<file path="config.mk">
export PLATFORM = sky130hd
export DESIGN_NAME = dlp_deck_ctrl
export DESIGN_NICKNAME = d
export VERILOG_FILES = /design/src/verilog/dlp_pkg.sv /design/src/verilog/dlp_deck_ctrl.sv
export SDC_FILE = /design/constraint.sdc
export NUM_CORES = 1
export LEC_CHECK = 0
export ABC_AREA = 1
export ABC_CLOCK_PERIOD_IN_PS = 7130
export BUFFER_PORTS_ARGS = -buffer_cell sky130_fd_sc_hd__clkbuf_2
export CAP_MARGIN = 10
export CORE_UTILIZATION = 58
export CTS_BUF_LIST = sky130_fd_sc_hd__clkbuf_4 sky130_fd_sc_hd__clkbuf_8
export CTS_CLUSTER_DIAMETER = 60
export CTS_CLUSTER_SIZE = 30
export DETAILED_ROUTE_END_ITERATION = 16
export PLACE_DENSITY = 0.83
export SLEW_MARGIN = 20
export SYNTH_ARGS = -nofsm -noshare
export SYNTH_HDL_FRONTEND = slang
export SYNTH_SLANG_ARGS = --single-unit
export TNS_END_PERCENT = 1
</file>
<file path="constraint.sdc">
create_clock -name core_clk -period 7.13 [get_ports core_clk]
set_input_delay 0.713 -clock core_clk [delete_from_list [all_inputs] [get_ports core_clk]]
set_output_delay 0.713 -clock core_clk [all_outputs]
set_load 0.02 [all_outputs]
</file>
<file path="src/verilog/dlp_pkg.sv">
`default_nettype none
package dlp_pkg;
    // cassette indices
    localparam int NCAS       = 2;
    localparam int CAS_RIGHT  = 0;
    localparam int CAS_LEFT   = 1;
    // timeout counter width, cycles of core_clk
    localparam int CNT_W      = 16;
    // positions in the synchronised pin vector, right at pos, left at pos+1
    localparam int P_LIFT     = 0;
    localparam int P_PICK     = 2;
    localparam int P_FEED     = 4;
    localparam int P_SIZE     = 6;
    localparam int P_OPEN     = 8;
    localparam int P_COMMON   = 10;
    localparam int P_DOOR     = 11;
    localparam int P_TRAY     = 12;
    localparam int NPIN       = 13;
    // power-up check waits for the synchronisers to fill
    localparam logic [1:0] PWR_SETTLE = 2'h2;
    localparam logic [1:0] PWR_DONE   = 2'h3;
    localparam logic [1:0] PWR_RST    = 2'h0;

    typedef enum logic {LIFT_IDLE, LIFT_RUN} dlp_lift_e;
    typedef enum logic [1:0] {PICK_IDLE, PICK_SOL, PICK_FEED} dlp_pick_e;

    typedef struct packed {
        logic [NPIN-1:0]             s1;
        logic [NPIN-1:0]             s2;
        logic [NPIN-1:0]             prev;
        logic [1:0]                  pwr_cnt;
        dlp_lift_e [NCAS-1:0]        lift;
        dlp_pick_e [NCAS-1:0]        pick;
        logic [NCAS-1:0][CNT_W-1:0]  lcnt;
        logic [NCAS-1:0][CNT_W-1:0]  pcnt;
        logic                        tray_wait;
        logic [CNT_W-1:0]            tcnt;
        logic [NCAS-1:0]             motor;
        logic [NCAS-1:0]             sol;
        logic [NCAS-1:0]             lfail;
        logic [NCAS-1:0]             present;
        logic [NCAS-1:0]             a4r;
        logic [NCAS-1:0]             jam1;
        logic [NCAS-1:0]             jam3;
        logic                        jam4;
        logic                        resid;
        logic                        door_jam;
        logic                        feeding;
    } dlp_state_s;
endpackage
`default_nettype wire

</file>
<file path="src/verilog/dlp_deck_ctrl.sv">
// Function
// - both cassettes run identical, independent lift and detection logic, and identical pickup logic sharing one feed path, right winning a tie
// - start a lift at power-up, on cassette install, or when stack drops
// - during a lift drive the lifter motor to raise the tray
// - stop the lifter motor once the lift-up surface sensor sees paper
// - while printing, relift whenever the stack surface has fallen
// - flag lifter failure if surface not seen within lift timeout
// - report media size, A4 rotated or Letter rotated, from size sensor
// - report cassette presence from the cassette open switch
// - freeze size and presence detection during active-off
// - no-pick jam 1 if cassette feed sensor misses edge after solenoid
// - no-pick jam 3 if common feed sensor misses edge after cassette sensor
// - jam 4 if tray 1 feed sensor misses edge after common sensor
// - residual jam if a cassette feed sensor or the common feed sensor shows paper at checkpoints
// - right-door-open jam if door opens while a sheet feeds
// - pickup motor failures surface only as jam reports
`timescale 1ns/1ps
`default_nettype none
module dlp_deck_ctrl
    import dlp_pkg::*;
(
    input  wire logic             core_clk,
    input  wire logic             sys_rst,
    input  wire logic             right_liftup_surface_sensor,
    input  wire logic             left_liftup_surface_sensor,
    input  wire logic             right_pick_surface_sensor,
    input  wire logic             left_pick_surface_sensor,
    input  wire logic             right_feed_sensor,
    input  wire logic             left_feed_sensor,
    input  wire logic             right_size_sensor,
    input  wire logic             left_size_sensor,
    input  wire logic             right_cassette_open_switch,
    input  wire logic             left_cassette_open_switch,
    input  wire logic             common_feed_sensor,
    input  wire logic             right_door_switch,
    input  wire logic             tray1_feed_sensor,
    input  wire logic             active_off,
    input  wire logic             printing,
    input  wire logic             wake_evt,
    input  wire logic             right_pick_req,
    input  wire logic             left_pick_req,
    input  wire logic             jam_clear,
    input  wire logic [CNT_W-1:0] lift_tmo,
    input  wire logic [CNT_W-1:0] pick_tmo,
    input  wire logic [CNT_W-1:0] feed_tmo,
    input  wire logic [CNT_W-1:0] tray_tmo,
    output logic                  right_lifter_motor,
    output logic                  left_lifter_motor,
    output logic                  right_pick_solenoid,
    output logic                  left_pick_solenoid,
    output logic                  right_lift_fail,
    output logic                  left_lift_fail,
    output logic                  right_present,
    output logic                  left_present,
    output logic                  right_size_a4r,
    output logic                  left_size_a4r,
    output logic                  right_nopick1_jam,
    output logic                  left_nopick1_jam,
    output logic                  right_nopick3_jam,
    output logic                  left_nopick3_jam,
    output logic                  nopick4_jam,
    output logic                  residual_jam,
    output logic                  door_open_jam,
    output logic                  feed_busy
);

    dlp_state_s            st_r;
    dlp_state_s            st_nxt;
    logic [NPIN-1:0]       pins;
    logic [NPIN-1:0]       pin_rise;
    logic                  pwr_evt;
    logic                  any_flag;
    logic                  door_trip;
    logic                  abort_feed;
    logic                  resid_chk;
    logic [NCAS-1:0]       pick_req;

    // per-cassette pin lookup, used all over the decode
    function automatic logic pin_of(input logic [NPIN-1:0] v,
                                    input int pos,
                                    input int c);
        pin_of = v[pos+c];
    endfunction

    // raw pins gathered for the synchronisers
    assign pins = {tray1_feed_sensor, right_door_switch, common_feed_sensor,
                   left_cassette_open_switch, right_cassette_open_switch,
                   left_size_sensor, right_size_sensor,
                   left_feed_sensor, right_feed_sensor,
                   left_pick_surface_sensor, right_pick_surface_sensor,
                   left_liftup_surface_sensor, right_liftup_surface_sensor};
    assign pick_req = {left_pick_req, right_pick_req};

    // edges and shared conditions, on synchronised copies except the raw wake_evt input
    assign pin_rise   = st_r.s2 & ~st_r.prev;
    assign pwr_evt    = (st_r.pwr_cnt == PWR_SETTLE);
    assign any_flag   = (|st_r.lfail) | (|st_r.jam1) | (|st_r.jam3)
                      | st_r.jam4 | st_r.resid | st_r.door_jam;
    assign door_trip  = st_r.feeding & st_r.s2[P_DOOR];
    assign abort_feed = any_flag | door_trip;
    // door closing is a falling edge of the open switch
    assign resid_chk  = pwr_evt | wake_evt
                      | (st_r.prev[P_DOOR] & ~st_r.s2[P_DOOR]);

    // next-state logic for the whole controller
    always_comb begin
        logic busy;
        logic cas_in;
        logic surf;
        logic start;
        busy   = st_r.feeding;
        cas_in = 1'b0;
        surf   = 1'b0;
        start  = 1'b0;
        st_nxt = st_r;
        st_nxt.s1   = pins;
        st_nxt.s2   = st_r.s1;
        st_nxt.prev = st_r.s2;
        if (st_r.pwr_cnt != PWR_DONE) begin
            st_nxt.pwr_cnt = st_r.pwr_cnt + 2'h1;
        end
        // clear first, so a set in the same cycle wins
        if (jam_clear) begin
            st_nxt.lfail    = '0;
            st_nxt.jam1     = '0;
            st_nxt.jam3     = '0;
            st_nxt.jam4     = 1'b0;
            st_nxt.resid    = 1'b0;
            st_nxt.door_jam = 1'b0;
        end
        for (int c = 0; c < NCAS; c++) begin
            cas_in = ~pin_of(st_r.s2, P_OPEN, c)
                   & (st_r.pwr_cnt >= PWR_SETTLE); // reset zeros read as in
            surf   = pin_of(st_r.s2, P_LIFT, c);
            // detection frozen while the machine sleeps in active-off
            if (!active_off) begin
                st_nxt.present[c] = cas_in;
                if (cas_in) begin
                    st_nxt.a4r[c] = pin_of(st_r.s2, P_SIZE, c);
                end
            end
            start = (pwr_evt
                  || (!active_off && !st_r.present[c])
                  || (printing && st_r.present[c]))
                  && cas_in && !surf && !st_r.lfail[c];
            case (st_r.lift[c])
                LIFT_IDLE: begin
                    st_nxt.lcnt[c] = '0;
                    if (start) begin
                        st_nxt.lift[c]  = LIFT_RUN;
                        st_nxt.motor[c] = 1'b1;
                    end
                end
                LIFT_RUN: begin
                    if (!cas_in || surf) begin
                        st_nxt.lift[c]  = LIFT_IDLE;
                        st_nxt.motor[c] = 1'b0;
                    end else if (st_r.lcnt[c] >= lift_tmo) begin
                        st_nxt.lift[c]  = LIFT_IDLE;
                        st_nxt.motor[c] = 1'b0;
                        st_nxt.lfail[c] = 1'b1;
                    end else begin
                        st_nxt.lcnt[c] = st_r.lcnt[c] + 1'b1;
                    end
                end
                default: begin
                    st_nxt.lift[c]  = LIFT_IDLE;
                    st_nxt.motor[c] = 1'b0;
                end
            endcase
            // pickup; a stalled pickup motor only shows as a jam
            case (st_r.pick[c])
                PICK_IDLE: begin
                    st_nxt.pcnt[c] = '0;
                    if (pick_req[c] && !busy && !abort_feed
                        && st_r.present[c] && st_r.lift[c] == LIFT_IDLE
                        && pin_of(st_r.s2, P_PICK, c)) begin
                        busy              = 1'b1; // right wins a tie
                        st_nxt.pick[c]    = PICK_SOL;
                        st_nxt.sol[c]     = 1'b1;
                    end
                end
                PICK_SOL: begin
                    if (pin_of(pin_rise, P_FEED, c)) begin
                        st_nxt.pick[c] = PICK_FEED;
                        st_nxt.sol[c]  = 1'b0;
                        st_nxt.pcnt[c] = '0;
                    end else if (st_r.pcnt[c] >= pick_tmo) begin
                        st_nxt.pick[c] = PICK_IDLE;
                        st_nxt.sol[c]  = 1'b0;
                        st_nxt.jam1[c] = 1'b1;
                    end else begin
                        st_nxt.pcnt[c] = st_r.pcnt[c] + 1'b1;
                    end
                end
                PICK_FEED: begin
                    if (pin_rise[P_COMMON]) begin
                        st_nxt.pick[c]    = PICK_IDLE;
                        st_nxt.tray_wait  = 1'b1;
                        st_nxt.tcnt       = '0;
                    end else if (st_r.pcnt[c] >= feed_tmo) begin
                        st_nxt.pick[c] = PICK_IDLE;
                        st_nxt.jam3[c] = 1'b1;
                    end else begin
                        st_nxt.pcnt[c] = st_r.pcnt[c] + 1'b1;
                    end
                end
                default: begin
                    st_nxt.pick[c] = PICK_IDLE;
                    st_nxt.sol[c]  = 1'b0;
                end
            endcase
        end
        // hand-off into the printer's tray 1 path
        if (st_r.tray_wait) begin
            if (pin_rise[P_TRAY]) begin
                st_nxt.tray_wait = 1'b0;
            end else if (st_r.tcnt >= tray_tmo) begin
                st_nxt.tray_wait = 1'b0;
                st_nxt.jam4      = 1'b1;
            end else begin
                st_nxt.tcnt = st_r.tcnt + 1'b1;
            end
        end
        // sheets left in the path at a checkpoint
        if (resid_chk && (st_r.s2[P_FEED] || st_r.s2[P_FEED+1]
                          || st_r.s2[P_COMMON])) begin
            st_nxt.resid = 1'b1;
        end
        if (door_trip) begin
            st_nxt.door_jam = 1'b1;
        end
        // a latched flag halts every sheet in flight
        if (abort_feed) begin
            st_nxt.pick      = {PICK_IDLE, PICK_IDLE};
            st_nxt.sol       = '0;
            st_nxt.tray_wait = 1'b0;
        end
        st_nxt.feeding = (st_nxt.pick[0] != PICK_IDLE)
                       || (st_nxt.pick[1] != PICK_IDLE) || st_nxt.tray_wait;
    end

    // single state register
    always_ff @(posedge core_clk or posedge sys_rst) begin
        if (sys_rst) begin
            st_r <= '0;
        end else begin
            st_r <= st_nxt;
        end
    end

    // outputs straight from the state register
    assign right_lifter_motor  = st_r.motor[CAS_RIGHT];
    assign left_lifter_motor   = st_r.motor[CAS_LEFT];
    assign right_pick_solenoid = st_r.sol[CAS_RIGHT];
    assign left_pick_solenoid  = st_r.sol[CAS_LEFT];
    assign right_lift_fail     = st_r.lfail[CAS_RIGHT];
    assign left_lift_fail      = st_r.lfail[CAS_LEFT];
    assign right_present       = st_r.present[CAS_RIGHT];
    assign left_present        = st_r.present[CAS_LEFT];
    assign right_size_a4r      = st_r.a4r[CAS_RIGHT];
    assign left_size_a4r       = st_r.a4r[CAS_LEFT];
    assign right_nopick1_jam   = st_r.jam1[CAS_RIGHT];
    assign left_nopick1_jam    = st_r.jam1[CAS_LEFT];
    assign right_nopick3_jam   = st_r.jam3[CAS_RIGHT];
    assign left_nopick3_jam    = st_r.jam3[CAS_LEFT];
    assign nopick4_jam         = st_r.jam4;
    assign residual_jam        = st_r.resid;
    assign door_open_jam       = st_r.door_jam;
    assign feed_busy           = st_r.feeding;

    // checks repeated per cassette
    for (genvar g = 0; g < NCAS; g++) begin : g_chk

    end
endmodule // dlp_deck_ctrl
`default_nettype wire

</file>
; Yosys cells after proc, flatten, opt, wreduce, memory -nomap -nowiden
; Index checks and enable logic that the tools add are counted.
; Widths: inputs -> output; s select.
[word_totals]
out_inout_bits = 18
ff_bits = 146
word_cells = 243
[op_classes]
muxes = 91
n_reduce_logical = 64
add_sub_neg = 6
bitwise_logic = 20
n_eq_ne = 26
n_lt_le_gt_ge = 8
[ops]
columns = op, count
row1 = $mux 16, 14
row2 = $ge 16x16->1, 7
row3 = $pmux 16 s3, 2
row4 = $mux 17, 5
row5 = $add 16x1->16 const B, 5
row6 = $pmux 16 s2, 2
row7 = $mux 1, 46
row8 = $ne 2x2->1 const B, 13
row9 = $mux 2, 12
row10 = $logic_and 1x1->1, 21
row11 = $and 13x13->13, 1
row12 = $not 13->13, 1
row13 = $logic_not 1->1, 12
row14 = $ne 3x3->1 const B, 4
row15 = $pmux 2 s3, 2
row16 = $reduce_and 2->1, 6
row17 = $logic_or 1x1->1, 10
row18 = $ne 4x4->1 const B, 2
row19 = $or 1x1->1, 8
row20 = $pmux 1 s2, 4
row21 = $reduce_and 4->1, 2
row22 = $reduce_bool 2->1, 4
row23 = $mux 7, 1
row24 = $eq 2x2->1 const B, 3
row25 = 12 further kinds, 28

; Logic depth before layout (Yosys ltp)
[depth]
depth_word = 26
depth_mapped = 16

; Least setup slack after synthesis
; OpenSTA, ideal clock, no wires.
[synth_timing]
path_type = input to register
startpoint = in pick_tmo[15]
endpoint = reg st_r[59] in the netlist's numbering
slack_ns = 4.935
stages = 12
t_arrival_ns = 2.076
n_path_buf = 1
required_ns = 7.011
setup_ns = 0.119
path_cell_list = inv_1 > ha_1 > nand2_1 > o21bai_1 > nand2_1 > a21oi_2 > nand3_1 > nand2_1 > nand3_2 > buf_4 > a21oi_1 > nor2_1
[synth_via]
elab_chain_len = 3
[synth_rtl]
columns = item, line
row1 = from (decl), dlp_deck_ctrl.sv:44  ; input wire logic [CNT_W-1:0] pick_tmo,
row2 = $ge 16x16->1, dlp_deck_ctrl.sv:188  ; end else if (st_r.pcnt[c] >= pick_tmo) begin
row3 = $ne 3x3->1 (no line), --
row4 = $reduce_and 4->1 (no line), --
row5 = to (signal assigned), dlp_deck_ctrl.sv:248  ; st_r <= st_nxt;
row6 = to (decl), dlp_deck_ctrl.sv:67  ; dlp_state_s st_r;
; Every way passes these cells.
; A chain may end at the register's enable or synchronous reset.

==> summary by stage <==
Clock network
Counting every sink on the clock net gives 138. Counting along the longest clock path gives a buffer depth of 2. The H-tree depth reported by CTS is 4. The cell sitting at the root of the clock tree is a sky130_fd_sc_hd__clkbuf_8. The post-CTS setup-driven buffer insertion count is 0.

The number of clock buffers inserted by TritonCTS is 17. At the later pin of the worst-skew pair, clock insertion delay measures 470 ps. The number of buffers inserted for hold repair after clock tree synthesis is 0. The number of gates given a new drive strength after cts is 0. The CTS tree is done.

Clock-pin slew was measured on the worst setup and hold paths at 90 ps.

Routing
For this run, design rule violations remaining after detail routing come to 0. The number of detailed-route iterations in the first pass is 5. In the final routed layout, each cell accounts on average for 14.8 um. After detailed routing, the total wire length is 25700 um.

The count of antenna-violating nets left after detailed routing is 0. The number of vias in the routed layout is 9699. The average via count per standard cell is 5.60. The number of DRC violations after detailed-routing iteration 0 is 587.

Global routing
Global routing finished with a remaining overflow of 0. The number of global-route vias before repair is 8919. The initial antenna violation count came to 0. The global routing usage on met1 is 37.0%.

For this run, global-route usage on met2 was measured as 46.7%. Entering global routing, the biggest net connects 99 pins. The met3 usage in global routing is 5.85%.

Global routing consumed, over all layers together, 28.6% of the routing resources. The first global-routing pass estimated 42100 um of wire. met2 is the most crowded layer.

Synthesis
The post-synthesis register bit count is 138. In this run, distinct cell masters in the synthesized netlist total 55. The fraction of registers with async set/reset is 100%. For this run, the leading register cell type out of synthesis is sky130_fd_sc_hd__dfrtp_1. The average cell area after synthesis is 7.61 um^2. The number of nets in the synthesized netlist is 1608. The instance count of the mapped netlist is 1396. The netlist area before placement is 10600 um^2.

The number of enable flip-flop cells after synthesis is 0. The sequential fraction of the synthesis area is 32.5%. The number of warnings printed during yosys synthesis is 0.

Die
Once the floorplan was initialized, standard cells occupied 59.2% of the core. The die boundary height is 137 um. Measured along the x axis, the die boundary spans 137 um. The floorplan step defined a die boundary enclosing 18900 um^2.

The number of rows created at floorplan is 49. The core area is 18000 um^2. For this design the top-level I/O count stands at 103.

Worst setup path
The largest single stage delay on the critical path is 470 ps. The worst setup path is launched from a flip-flop. In this design, the critical path's most frequently occurring cell is sky130_fd_sc_hd__inv_1. At the worst endpoint, the arrival time is 3040 ps. The buffers plus inverters on the worst setup path is 3. The critical path start-end classification is flip-flop to flip-flop. The count of cells along the worst register-to-register path is 11. The top fanout value on the critical path is 12. The critical path goes through ha_1, nand2_1, inv_1, o21bai_1, nand2_1, a21oi_1, nand4_1, inv_1, a21oi_1, or2_1, inv_1. The endpoint of the most critical register-to-register path is st_r[27]. Among all stages on the critical path, the largest delay is contributed by sky130_fd_sc_hd__dfrtp_1. The reg2reg setup slack is 4500 ps.

In this run the critical register-to-register path is launched from st_r[27]. The capturing element type of the critical path is a flip-flop. The cell family with the largest share of critical-path delay is simple AND/OR/NAND/NOR gates. The required time of the worst setup path is 7540 ps.

Place
The congestion estimate from routability-driven global placement came to 0.984. The number of I/O port buffers is 102. The half-perimeter wire length of the detailed placement result is 19500 um.

STA
The clock period minus final worst setup slack is 2630 ps. Setup total negative slack on the finished layout was measured at 0 ps. The final hold violation count is 0. The slew at the pin with the worst max-slew slack is 894 ps. Setup violations remaining at the end of the flow were counted as 0. Across the routed clock network, the largest skew measured is 14.9 ps.

Static timing analysis puts the maximum clock frequency at 380 MHz. In this run the tightest slew margin relative to its limit is 40.4%. The worst slack on hold paths is 349 ps. Setup repair after global routing left no endpoint under its margin. The number of max-slew violations in the final report is 0. Of the available clock period, the critical path in the final layout requires 36.9%.

Finish
The diode insertion count for antenna repair is 0. The area added between synthesis and finish is 9.74%. The most frequent standard cell in the layout excluding fill and tap cells is sky130_fd_sc_hd__nand2_1. After the last flow step, the layout net total stands at 1703. The layout cell share with drive strength beyond 1 is 12.5%. The flip-flop count of the largest register, all copies and words added is 94.

After filler insertion, the fill cell instance count of the layout stands at 1534. Counting flops per register, the top entry is st_r. The top cell types in the final layout, fill and taps aside, are sky130_fd_sc_hd__nand2_1 (310), sky130_fd_sc_hd__inv_1 (222), sky130_fd_sc_hd__dfrtp_1 (138). Measured on the finished design, the core utilization comes to 64.9%.

Pwr
Dividing total power by cell area gives a power density of 141 nW/um^2. The static leakage is 6.48 nW. Across the VDD grid, the largest voltage drop is 0.124 mV.

Job
The count of max-cap constraint violations is 0.

Min path
In this run the most critical hold path is launched from left_cassette_open_switch. Along the worst hold path, the cell count comes to 1. The end of the worst hold path is st_nxt[129]. The min-delay analysis places its worst path in the category input port to flip-flop.

Run status
The flow ran to the end, and the final reports show no timing, DRC or antenna violations.
[worst register-to-register path, stage by stage (launching register included)]
cell and delay [ps]:
sky130_fd_sc_hd__dfrtp_1 470, sky130_fd_sc_hd__ha_1 330, sky130_fd_sc_hd__nand2_1 70, sky130_fd_sc_hd__inv_1 30, sky130_fd_sc_hd__o21bai_1 120, sky130_fd_sc_hd__nand2_1 60, sky130_fd_sc_hd__a21oi_1 190, sky130_fd_sc_hd__nand4_1 460
sky130_fd_sc_hd__inv_1 450, sky130_fd_sc_hd__a21oi_1 120, sky130_fd_sc_hd__or2_1 230, sky130_fd_sc_hd__inv_1 60
[layer usage]
metal | part of all wire, % | wire length [um]
met1 | 43 | 11100
met2 | 47 | 12100
met3 | 6.5 | 1660
met4 | 3.0 | 764
met5 | 0 | 0
[metrics by stage]
stage | cell area, um^2 | total power, mW | cells | worst slack [ps]
after global placement | 11300 | 1.00 | 1701 | 4350
after CTS | 11700 | 1.65 | 1733 | 4560
after global routing | 11700 | 1.71 | 1733 | 4270
after floorplan | 10600 | 0.945 | 1396 | 2720
final | 11700 | 1.64 | 1733 | 4500
after detailed placement | 11300 | 1.01 | 1701 | 4230
[worst max path at each step]
| stage | start | slack, ps | depth (start not counted) | to |
|---|---|---|---|---|
| 6_report | st_r[27] | 4500 | 11 | st_r[27] |
| 4_1_cts | st_r[27] | 4560 | 11 | st_r[27] |
| 2_1_floorplan | sys_rst | 2720 | 1 | door_open_jam |
| 3_3_place_gp | tray_tmo[9] | 4350 | 13 | st_r[25] |
| 5_1_grt | st_r[27] | 4270 | 12 | st_r[29] |
| 3_5_place_dp | tray_tmo[9] | 4230 | 13 | st_r[27] |
[where the power goes]
group	leakage [nW]	internal (mW)	switching [mW]	total (mW)
registers	1.80	0.802	0.0207	0.823
clock network	0.185	0.320	0.324	0.644
logic	4.49	0.0610	0.111	0.172
total	6.48	1.18	0.457	1.64
[final cells by class]
class | instances | area (um^2) | share of cell area [%]
Clock buffer | 19 | 249 | 2.13
Clock inverter | 13 | 146 | 1.26
Multi-Input combinational cell | 1004 | 6150 | 52.8
Sequential cell | 138 | 3450 | 29.6
Tap cell | 229 | 287 | 2.46
Timing Repair Buffer | 103 | 518 | 4.44
Inverter | 227 | 857 | 7.35
[synthesized netlist by cell type (all sizes together), types with 2 or more instances]
master	count	area share (%)
nor3b	2	0.19
nand2	314	11
buf	22	1.4
nand4	67	3.9
dfrtp	138	32
nor4	11	1.1
o21a	5	0.35
nor3	26	1.7
nor2	94	3.9
xor2	36	3.0
inv	226	8.0
ha	127	15
o21ai	83	4.0
a21o	2	0.14
mux2	2	0.21
a21oi	68	3.4
and3	2	0.12
clkbuf	5	0.18
a22oi	2	0.14
a21boi	2	0.35
or2	7	0.41
o21bai	6	0.42
xnor2	8	0.66
nand3	123	6.4
o211ai	6	0.42
a22o	2	0.16
o221ai	2	0.16
[logic make-up (layout without fill, tap and decap cells)]
family / count (synthesis) / in the layout / share of synthesized area (%)
multiplexers: 3 / 3 / 0.306
XOR/XNOR: 44 / 44 / 3.63
AO/OA/AOI/OAI: 182 / 182 / 9.91
AND/OR/NAND/NOR: 648 / 648 / 29.1
buffers and inverters: 254 / 362 / 9.62
adder cells (fa/ha/maj): 127 / 127 / 15.0
flip-flops: 138 / 138 / 32.5
(Power assumes the default switching activity.)
